===== src/shared/mirq_defines.vh =====
// constants of the microcontroller interrupt controller
//
// Overview of operation
// (RULE1) thirteen request sources are taken: six classic ones and seven extended ones.
// (RULE2) classic sources vector to 0x0003 + 8*n for numbers 0 to 5.
// (RULE3) extended sources vector to 0x0033..0x0053 for numbers 6 to 10, gpio to 0x0063 and watchdog to 0x006b.
// (RULE4) number 0 carries external line zero when the led card select is 0 and the led card request when it is 1.
// (RULE5) among equal programmed priority the lowest interrupt number wins, 0 highest, 13 lowest.
// (RULE6) requests are served only while global allow (bit 7) is 1 and global block (bit 6) is 0.
// (RULE7) software sets global block around flash programming or erase to hold off interrupts.
// (RULE8) the basic enable register holds enables for timer2, serial0, timer1, line one, timer0 and line zero.
// (RULE9) the extended enable register holds enables for watchdog, gpio, serial1, converter, usb, timer3 and spi.
// (RULE10) bit 5 of the extended enable register is read-only zero and ignores writes.
// (RULE11) all five interrupt control registers clear to zero on reset, so every source is disabled.
// (RULE12) the gpio source is one combined request built from seven selectable pins.
// (RULE13) the basic priority register shows high and low routine running flags at bits 7 and 6, bits 5..0 writable.
// (RULE14) bit 7 of the extended priority register reads 1 only while exactly one routine is active.
// (RULE15) a request reaches the core only with flag, enable and global gating all set; number 11 is never used.
// (RULE16) a higher-priority request preempts a running low routine; same or lower level waits for return.
`ifndef MIRQ_DEFINES_VH
`define MIRQ_DEFINES_VH

// ----------------------------------------------------------------------------
// register indices (byte address is four times the index)
// ----------------------------------------------------------------------------
`define MIRQ_IDX_BIE   8'ha8
`define MIRQ_IDX_BPRI  8'hb8
`define MIRQ_IDX_PIE   8'hcf
`define MIRQ_IDX_XIE   8'he8
`define MIRQ_IDX_XPRI  8'he9
`define MIRQ_IDX_CTRL  8'hf0
`define MIRQ_IDX_STAT  8'hf1
`define MIRQ_IDX_MASK  8'hf2

// ----------------------------------------------------------------------------
// reset values and field positions
// ----------------------------------------------------------------------------
`define MIRQ_RST_REG    8'h00
`define MIRQ_XIE_WMASK  8'hdf
`define MIRQ_GLB_ALLOW  7
`define MIRQ_GLB_BLOCK  6
`define MIRQ_PIE_EDGE   7
`define MIRQ_BPRI_HRUN  7
`define MIRQ_BPRI_LRUN  6
`define MIRQ_XPRI_NEST  7
`define MIRQ_CTRL_LEDSEL 0
`define MIRQ_STAT_TAKEN 0
`define MIRQ_STAT_PREEMPT 1
`define MIRQ_STAT_PINEVT 2
`define MIRQ_STAT_BITS  3

// ----------------------------------------------------------------------------
// vectors
// ----------------------------------------------------------------------------
`define MIRQ_NUM_COUNT  14
`define MIRQ_VEC_BASE   16'h0003
`define MIRQ_NUM_UNUSED 4'hb
`define MIRQ_NUM_GPIO   4'hc

`endif


===== src/core/mirq_prio_pick.v =====
// lowest-index picker over a request vector
module mirq_prio_pick #(
    parameter N = 14
) (
    input  wire [N-1:0] req,
    output reg          found,
    output reg  [3:0]   idx
);

    integer i;

    // ------------------------------------------------------------------------
    // lowest number wins
    // ------------------------------------------------------------------------
    always @* begin
        found = 1'b0;
        idx   = 4'h0;
        for (i = N - 1; i >= 0; i = i - 1) begin
            if (req[i]) begin // [RULE5]
                found = 1'b1;
                idx   = i[3:0];
            end
        end
    end

endmodule // mirq_prio_pick


===== src/core/mirq_top.v =====
// interrupt controller: sources, enables, priority, nesting, vectors, apb registers
//
// Local design decision: the APB slave port.
`include "mirq_defines.vh"

module mirq_top #(
    parameter PINS = 7
) (
    input  wire            mclk,
    input  wire            srst,
    // apb slave
    input  wire            psel,
    input  wire            penable,
    input  wire            pwrite,
    input  wire [9:0]      paddr,
    input  wire [31:0]     pwdata,
    output reg  [31:0]     prdata,
    output reg             pready,
    output reg             pslverr,
    // request sources
    input  wire            ext_line_zero,
    input  wire            led_card_req,
    input  wire            timer_zero_req,
    input  wire            ext_line_one,
    input  wire            timer_one_req,
    input  wire            serial_zero_req,
    input  wire            timer_two_req,
    input  wire            spi_port_req,
    input  wire            timer_three_req,
    input  wire            usb_link_req,
    input  wire            converter_req,
    input  wire            serial_one_req,
    input  wire            watchdog_req,
    input  wire [PINS-1:0] gpio_pins,
    // cpu core side
    input  wire            core_ack,
    input  wire            core_reti,
    output reg             core_irq_req,
    output reg  [15:0]     core_vec_addr,
    output reg  [3:0]      core_vec_num,
    // summary interrupt
    output reg             irq_out
);

    // ------------------------------------------------------------------------
    // functions
    // ------------------------------------------------------------------------
    function [15:0] vec_addr;
        input [3:0] num;
        begin
            vec_addr = `MIRQ_VEC_BASE + {9'h000, num, 3'b000};
        end
    endfunction

    // ------------------------------------------------------------------------
    // registers
    // ------------------------------------------------------------------------
    reg  [7:0]  basic_irq_enable;
    reg  [5:0]  basic_prio_sel;
    reg  [7:0]  pin_irq_enable;
    reg  [7:0]  extended_irq_enable;
    reg  [6:0]  ext_prio_sel;
    reg         led_card_output_select;
    reg  [`MIRQ_STAT_BITS-1:0] event_status;
    reg  [`MIRQ_STAT_BITS-1:0] event_mask;
    reg         high_prio_running;
    reg         low_prio_running;
    reg         pin_prev;
    reg         pin_edge_flag;
    reg         req_is_high;

    // ------------------------------------------------------------------------
    // apb decode
    // ------------------------------------------------------------------------
    wire [7:0]  reg_idx   = paddr[9:2];
    wire        acc_done  = psel & penable & pready;
    // misaligned accesses are refused and must not write
    wire        wr_stb    = acc_done & pwrite & (paddr[1:0] == 2'b00);
    wire        rd_stb    = acc_done & ~pwrite;
    wire [7:0]  wbyte     = pwdata[7:0];
    reg         addr_hit;
    reg  [7:0]  rd_mux;

    wire        global_irq_allow = basic_irq_enable[`MIRQ_GLB_ALLOW];
    wire        global_irq_block = basic_irq_enable[`MIRQ_GLB_BLOCK];
    wire        nesting_depth_flag = high_prio_running ^ low_prio_running; // [RULE14]

    always @* begin
        addr_hit = (paddr[1:0] == 2'b00);
        rd_mux   = 8'h00;
        case (reg_idx)
            `MIRQ_IDX_BIE:  rd_mux = basic_irq_enable;
            `MIRQ_IDX_BPRI: rd_mux = {high_prio_running, low_prio_running, basic_prio_sel}; // [RULE13]
            `MIRQ_IDX_PIE:  rd_mux = pin_irq_enable;
            `MIRQ_IDX_XIE:  rd_mux = extended_irq_enable & `MIRQ_XIE_WMASK; // [RULE10]
            `MIRQ_IDX_XPRI: rd_mux = {nesting_depth_flag, ext_prio_sel}; // [RULE14]
            `MIRQ_IDX_CTRL: rd_mux = {7'h00, led_card_output_select};
            `MIRQ_IDX_STAT: rd_mux = {{(8-`MIRQ_STAT_BITS){1'b0}}, event_status};
            `MIRQ_IDX_MASK: rd_mux = {{(8-`MIRQ_STAT_BITS){1'b0}}, event_mask};
            default:        addr_hit = 1'b0;
        endcase
    end

    // ------------------------------------------------------------------------
    // apb answer: ready on the second access cycle
    // ------------------------------------------------------------------------
    always @(posedge mclk) begin
        if (srst) begin
            pready  <= 1'b0;
            pslverr <= 1'b0;
            prdata  <= 32'h0000_0000;
        end else begin
            // ~pready keeps the answer a single pulse
            pready  <= psel & penable & ~pready;
            pslverr <= psel & penable & ~pready & ~addr_hit;
            if (psel & penable & ~pready & ~pwrite & addr_hit) begin
                prdata <= {24'h000000, rd_mux};
            end else begin
                prdata <= 32'h0000_0000;
            end
        end
    end

    // ------------------------------------------------------------------------
    // control register writes
    // ------------------------------------------------------------------------
    always @(posedge mclk) begin
        if (srst) begin
            basic_irq_enable       <= `MIRQ_RST_REG; // [RULE11]
            basic_prio_sel         <= 6'h00; // [RULE11]
            pin_irq_enable         <= `MIRQ_RST_REG; // [RULE11]
            extended_irq_enable    <= `MIRQ_RST_REG; // [RULE11]
            ext_prio_sel           <= 7'h00; // [RULE11]
            led_card_output_select <= 1'b0;
            event_mask             <= {`MIRQ_STAT_BITS{1'b0}};
        end else if (wr_stb) begin
            case (reg_idx)
                `MIRQ_IDX_BIE:  basic_irq_enable <= wbyte; // [RULE8]
                `MIRQ_IDX_BPRI: basic_prio_sel <= wbyte[5:0]; // [RULE13]
                `MIRQ_IDX_PIE:  pin_irq_enable <= wbyte;
                `MIRQ_IDX_XIE:  extended_irq_enable <= wbyte & `MIRQ_XIE_WMASK; // [RULE9] [RULE10]
                `MIRQ_IDX_XPRI: ext_prio_sel <= wbyte[6:0];
                `MIRQ_IDX_CTRL: led_card_output_select <= wbyte[`MIRQ_CTRL_LEDSEL];
                `MIRQ_IDX_MASK: event_mask <= wbyte[`MIRQ_STAT_BITS-1:0];
                default: ;
            endcase
        end
    end

    // ------------------------------------------------------------------------
    // gpio combined request
    // ------------------------------------------------------------------------
    wire pin_active = |(gpio_pins & pin_irq_enable[PINS-1:0]); // [RULE12]
    wire pin_rise   = pin_active & ~pin_prev;
    wire pin_edge_mode = pin_irq_enable[`MIRQ_PIE_EDGE];
    wire pin_req    = pin_edge_mode ? pin_edge_flag : pin_active; // [RULE12]
    wire take       = core_ack & core_irq_req;
    wire take_gpio  = take & (core_vec_num == `MIRQ_NUM_GPIO);

    always @(posedge mclk) begin
        if (srst) begin
            pin_prev      <= 1'b0;
            pin_edge_flag <= 1'b0;
        end else begin
            pin_prev <= pin_active;
            if (pin_edge_mode & pin_rise) begin
                pin_edge_flag <= 1'b1;
            end else if (take_gpio | ~pin_edge_mode) begin
                pin_edge_flag <= 1'b0;
            end
        end
    end

    // ------------------------------------------------------------------------
    // request gathering by interrupt number
    // ------------------------------------------------------------------------
    wire [13:0] src_flag;
    wire [13:0] src_en;
    wire [13:0] src_prio;
    wire        line_zero_src = led_card_output_select ? led_card_req : ext_line_zero; // [RULE4]

    // [RULE1]
    assign src_flag = {watchdog_req, pin_req, 1'b0, serial_one_req, converter_req,
                       usb_link_req, timer_three_req, spi_port_req, timer_two_req,
                       serial_zero_req, timer_one_req, ext_line_one, timer_zero_req,
                       line_zero_src};
    // number 11 carries no source and no enable
    assign src_en   = {extended_irq_enable[7:6], 1'b0, extended_irq_enable[4:0],
                       basic_irq_enable[5:0]}; // [RULE15]
    assign src_prio = {ext_prio_sel[6:5], 1'b0, ext_prio_sel[4:0], basic_prio_sel};

    wire        global_ok = global_irq_allow & ~global_irq_block; // [RULE6]
    wire [13:0] eligible  = src_flag & src_en & {14{global_ok}}; // [RULE15]
    wire [13:0] cand_high = eligible & src_prio;
    wire [13:0] cand_low  = eligible & ~src_prio;

    wire        hi_found;
    wire [3:0]  hi_idx;
    wire        lo_found;
    wire [3:0]  lo_idx;

    mirq_prio_pick #(
        .N (`MIRQ_NUM_COUNT)
    ) u_pick_high (
        .req   (cand_high),
        .found (hi_found),
        .idx   (hi_idx)
    );

    mirq_prio_pick #(
        .N (`MIRQ_NUM_COUNT)
    ) u_pick_low (
        .req   (cand_low),
        .found (lo_found),
        .idx   (lo_idx)
    );

    // ------------------------------------------------------------------------
    // arbitration against running routines
    // ------------------------------------------------------------------------
    reg        pick_ok;
    reg        pick_high;
    reg [3:0]  pick_num;

    always @* begin
        pick_ok   = 1'b0;
        pick_high = 1'b0;
        pick_num  = 4'h0;
        // a high pick may cut into a low routine, never into a high one
        if (hi_found & ~high_prio_running) begin // [RULE16]
            pick_ok   = 1'b1;
            pick_high = 1'b1;
            pick_num  = hi_idx;
        end else if (lo_found & ~high_prio_running & ~low_prio_running) begin // [RULE16]
            pick_ok   = 1'b1;
            pick_num  = lo_idx;
        end
    end

    // ------------------------------------------------------------------------
    // core request and vector
    // ------------------------------------------------------------------------
    always @(posedge mclk) begin
        if (srst) begin
            core_irq_req  <= 1'b0;
            core_vec_addr <= 16'h0000;
            core_vec_num  <= 4'h0;
            req_is_high   <= 1'b0;
        end else if (take | core_reti) begin
            // one idle cycle so the new running state is seen
            core_irq_req <= 1'b0;
        end else begin
            core_irq_req  <= pick_ok; // [RULE15]
            core_vec_num  <= pick_num;
            core_vec_addr <= vec_addr(pick_num); // [RULE2] [RULE3]
            req_is_high   <= pick_high;
        end
    end

    // ------------------------------------------------------------------------
    // running routine flags, two-level nesting
    // ------------------------------------------------------------------------
    always @(posedge mclk) begin
        if (srst) begin
            high_prio_running <= 1'b0;
            low_prio_running  <= 1'b0;
        end else if (take) begin
            if (req_is_high) begin
                high_prio_running <= 1'b1; // [RULE16]
            end else begin
                low_prio_running <= 1'b1;
            end
        end else if (core_reti) begin
            // the high routine is the inner one and returns first
            if (high_prio_running) begin
                high_prio_running <= 1'b0;
            end else begin
                low_prio_running <= 1'b0;
            end
        end
    end

    // ------------------------------------------------------------------------
    // event status, read clears, set wins
    // ------------------------------------------------------------------------
    reg [`MIRQ_STAT_BITS-1:0] ev_set;
    reg [`MIRQ_STAT_BITS-1:0] next_status;

    always @* begin
        ev_set = {`MIRQ_STAT_BITS{1'b0}};
        ev_set[`MIRQ_STAT_TAKEN]   = take;
        ev_set[`MIRQ_STAT_PREEMPT] = take & req_is_high & low_prio_running; // [RULE16]
        ev_set[`MIRQ_STAT_PINEVT]  = pin_rise;
        next_status = event_status;
        // clear only what the read handed out; events during the access stay
        if (rd_stb & (reg_idx == `MIRQ_IDX_STAT) & (paddr[1:0] == 2'b00)) begin
            next_status = event_status & ~prdata[`MIRQ_STAT_BITS-1:0];
        end
        next_status = next_status | ev_set;
    end

    always @(posedge mclk) begin
        if (srst) begin
            event_status <= {`MIRQ_STAT_BITS{1'b0}};
            irq_out      <= 1'b0;
        end else begin
            event_status <= next_status;
            irq_out      <= |(next_status & event_mask);
        end
    end

endmodule // mirq_top


===== config.mk =====
export PLATFORM = sky130hd
export DESIGN_NAME = mirq_top
export DESIGN_NICKNAME = d
export VERILOG_FILES = /design/src/core/mirq_prio_pick.v /design/src/core/mirq_top.v
export VERILOG_INCLUDE_DIRS = /design/src /design/src/shared
export SDC_FILE = /design/constraint.sdc
export NUM_CORES = 1
export LEC_CHECK = 0
export BUFFER_PORTS_ARGS = -buffer_cell sky130_fd_sc_hd__buf_2
export CAP_MARGIN = 20
export CORE_UTILIZATION = 51
export CTS_CLUSTER_DIAMETER = 40
export DETAILED_ROUTE_END_ITERATION = 12
export GPL_ROUTABILITY_DRIVEN = 1
export PLACE_DENSITY = 0.81
export SYNTH_ARGS = -nofsm -noshare
export SYNTH_HDL_FRONTEND = slang
export SYNTH_SLANG_ARGS = --single-unit

===== constraint.sdc =====
create_clock -name mclk -period 2.5 [get_ports mclk]
set_input_delay 0.125 -clock mclk [delete_from_list [all_inputs] [get_ports mclk]]
set_output_delay 0.125 -clock mclk [all_outputs]
set_load 0.03 [all_outputs]

==> flow_summary_export.csv <==
group,metric,value,unit
status,outcome,"finished, final reports clean",
clocking,numClockSinks,65,
route,dr_total_vias,3500,
floorplanning,die_x,87.61,um
synthesis,synth_compound_area_share,16.37,%
route,top_layer,"met4",
route,dr.pass1.iters,8,
floorplanning,core_area,0.006944,mm2
grt,grt_pass1_vias,3267,
synthesis,synthesis.area,0.003737,mm2
power_and_ir_drop,power_density,512.7,mW/mm2
placement,place_ws,206.5,ps
route,wirelength,9961,um
route,drtAntennaViolNets,0,
synthesis,synth_seq_area_share,34.82,%
setup_path,crit_type,"flop to flop",
synthesis,yosysWarnings,0,
hold_path,holdCritPathClass,"primary input to flop",
grt,grt_pass1_wl,15980,um
clocking,ctsHoldBuffers,0,
route,drt-initial-drc-count,296,
timing,skew,11.15,ps
synthesis,synth_top_family_by_area,"simple AND/OR/NAND/NOR gates",
synthesis,synth-main-ff-cell,"dfxtp_1",
job,drv_cap,0,
clocking,cts_tree,"done",
timing,finalWorstSetupSlack,126.6,ps
power_and_ir_drop,ir_drop,399.5,uV
final_layout,diodes,0,
synthesis,synth_adder_area_share,0,%
floorplanning,io_pins,125,
clocking,cts_inserted_buffers,9,
route,avgRoutedWirePerCell,16.44,um
synthesis,synth.largest_area_cell,"dfxtp_1",
synthesis,synthMuxAreaShare,13.39,%
timing,worst_hold_slack,45.23,ps
synthesis,synth-seq-cells,65,
setup_path,end_kind,"flop",
setup_path,cp.required,2750,ps
route,wl_met2,4655,um
synthesis,synth_cells,446,
timing,slew_headroom,59.79,%
setup_path,rr_startpoint,"basic_irq_enable[6]",
timing,slew_violations,0,
synthesis,synth_area_leaders,"dfxtp_1, mux2i_1, buf_4, nor2_1, nand2_1",
timing,hold_viol,0,
synthesis,synth_area_per_cell,8.380,um2
floorplanning,start_util,53.82,%
route,drc,0,
final_layout,syn_to_final_growth,12.42,%
placement,io_buffers,66,
placement,gp_congestion,0.9111,
final_layout,nets,574,
hold_path,hold_start,"penable",
setup_path,crit_path_start,"basic_irq_enable[6]",
grt,grt_max_degree,40,
synthesis,synth_edf_count,0,
synthesis,ys_async_sr_fraction,0,%
timing,rsz0062_at_grt,"false",
setup_path,arrival,2620,ps
route,met1_length,4172,um
clocking,clock-root-buffer,"clkbuf_8",
placement,dp_hpwl,7628,um
timing,fin_crit,2373,ps
timing,setup_viol,0,
setup_path,crit_path_max_fanout,13,
final_layout,fillers,630,
floorplanning,fp.dieH,87.61,um
clocking,post_cts_buffers,0,
final_layout,drive_above_1_share,19.61,%
route,routed-wl-met3,844,um
timing,worst_pin_slew,598.6,ps
clocking,worstSkewPairLatency,340,ps
synthesis,synth-simple-area-share,23.90,%
floorplanning,dieArea,0.007675,mm2
grt,grt_overflow,0,
synthesis,synthXorXnorAreaFrac,0.2343,%
setup_path,start_kind,"flop",
clocking,cts.clk_slew.worst_paths,80,ps
grt,antenna_found_initial,0,
floorplanning,rows,30,
power_and_ir_drop,p_leak,1.804,nW
route,vias_per_cell,5.776,
clocking,cts_max_level,3,
timing,fmax,421.3,MHz
grt,grt_usage,27.55,%
clocking,cts_buffer_depth,2,
synthesis,synth.distinct_cells,61,
synthesis,synth_top_area_share,34.82,%
timing,setup_tns,0,ps
timing,fin_crit_sh,94.94,%
==> final cells by class <==
class / instances / area [um2] / area share, %
Sequential cell: 65 / 1301 / 30.97
Clock inverter: 6 / 67.56 / 1.608
Clock buffer: 10 / 137.6 / 3.276
Timing Repair Buffer: 73 / 382.9 / 9.113
Inverter: 13 / 48.80 / 1.161
Multi-Input combinational cell: 343 / 2143 / 51.01
Tap cell: 96 / 120.1 / 2.859
==> cells in the mapped netlist, drive strengths merged, types with 7 or more instances <==
| master | instances |
|---|---|
| nand3 | 11 |
| a21oi | 12 |
| inv | 13 |
| nor3 | 7 |
| nor2b | 7 |
| nand4b | 10 |
| mux2i | 50 |
| o21ai | 15 |
| nand2b | 7 |
| o22ai | 7 |
| nand2 | 25 |
| dfxtp | 65 |
| nor2 | 72 |
| buf | 46 |
| clkbuf | 12 |
==> what timing repair did <==
item / in CTS / in global routing
resized for setup: 0 / 1
hold endpoints to repair: 0 / 0
setup endpoints to repair: 0 / 1
==> cell usage in the layout (no fill, tap or decap), types with 7 or more instances in the layout <==
master    Yosys  final
a21oi_1      12     12
buf_2         4     66
buf_4        39      7
clkbuf_8      0     10
conb_1        1     34
dfxtp_1      65     65
inv_1        13     13
mux2i_1      50     50
nand2_1      25     25
nand2b_1      7      7
nand3_1      11     11
nand4b_1     10     10
nor2_1       72     72
nor2b_1       7      7
nor3_1        7      7
o21ai_0      14     14
o22ai_1       7      7
==> path summary, 6_finish.rpt <==
path / endpoint / slack (ps) / cells after the start
max: core_vec_num[2] / 130 / 6
min: pready / 50 / 2
max reg2reg: core_vec_num[2] / 130 / 6
min reg2reg: pin_edge_flag / 490 / 2
==> logic make-up (layout without fill, tap and decap cells) <==
family                 after synthesis  in the layout
flip-flops                          65             65
XOR/XNOR                             1              1
AO/OA/AOI/OAI                       84             84
multiplexers                        50             50
other                                1             34
buffers and inverters               71            102
AND/OR/NAND/NOR                    174            174
==> metrics by stage <==
step / utilization, % / area, um2 / cells / power [mW]
finish: 60.50 / 4202 / 606 / 2.154
global route: 60.50 / 4202 / 606 / 2.231
CTS: 60.49 / 4200 / 606 / 2.161
detailed placement: 57.53 / 3995 / 590 / 1.264
global placement: 57.53 / 3995 / 590 / 1.261
floorplan: - / 3861 / 479 / 1.241
==> routing by layer <==
layer | vias up | GRT usage [%]
met5 | - | 0
met4 | 0 | 10.88
met3 | 25 | 7.163
met2 | 208 | 44.96
met1 | 1607 | 34.87
li1 | 1660 | -
==> worst max-delay path, stage by stage (launching register included) <==
cell	delay, ps
dfxtp_1	540
and4b_1	260
a22o_1	270
or3_1	440
o41a_1	420
a211o_1	250
o32ai_1	100
==> state kept, by name, indices dropped and copies added, names as in the netlist, 3 cells and up <==
name,cells
basic_irq_enable,8
event_status,3
core_vec_num,4
ext_prio_sel,7
basic_prio_sel,6
prdata,8
pin_irq_enable,8
extended_irq_enable,7
event_mask,3
==> where the power goes <==
part	internal [mW]	total [mW]	switching, mW
Combinational	0.0494	0.202	0.152
Clock	0.489	0.911	0.422
Sequential	1.04	1.04	0.00287
No activity file was read; power rests on OpenSTA's default activity.
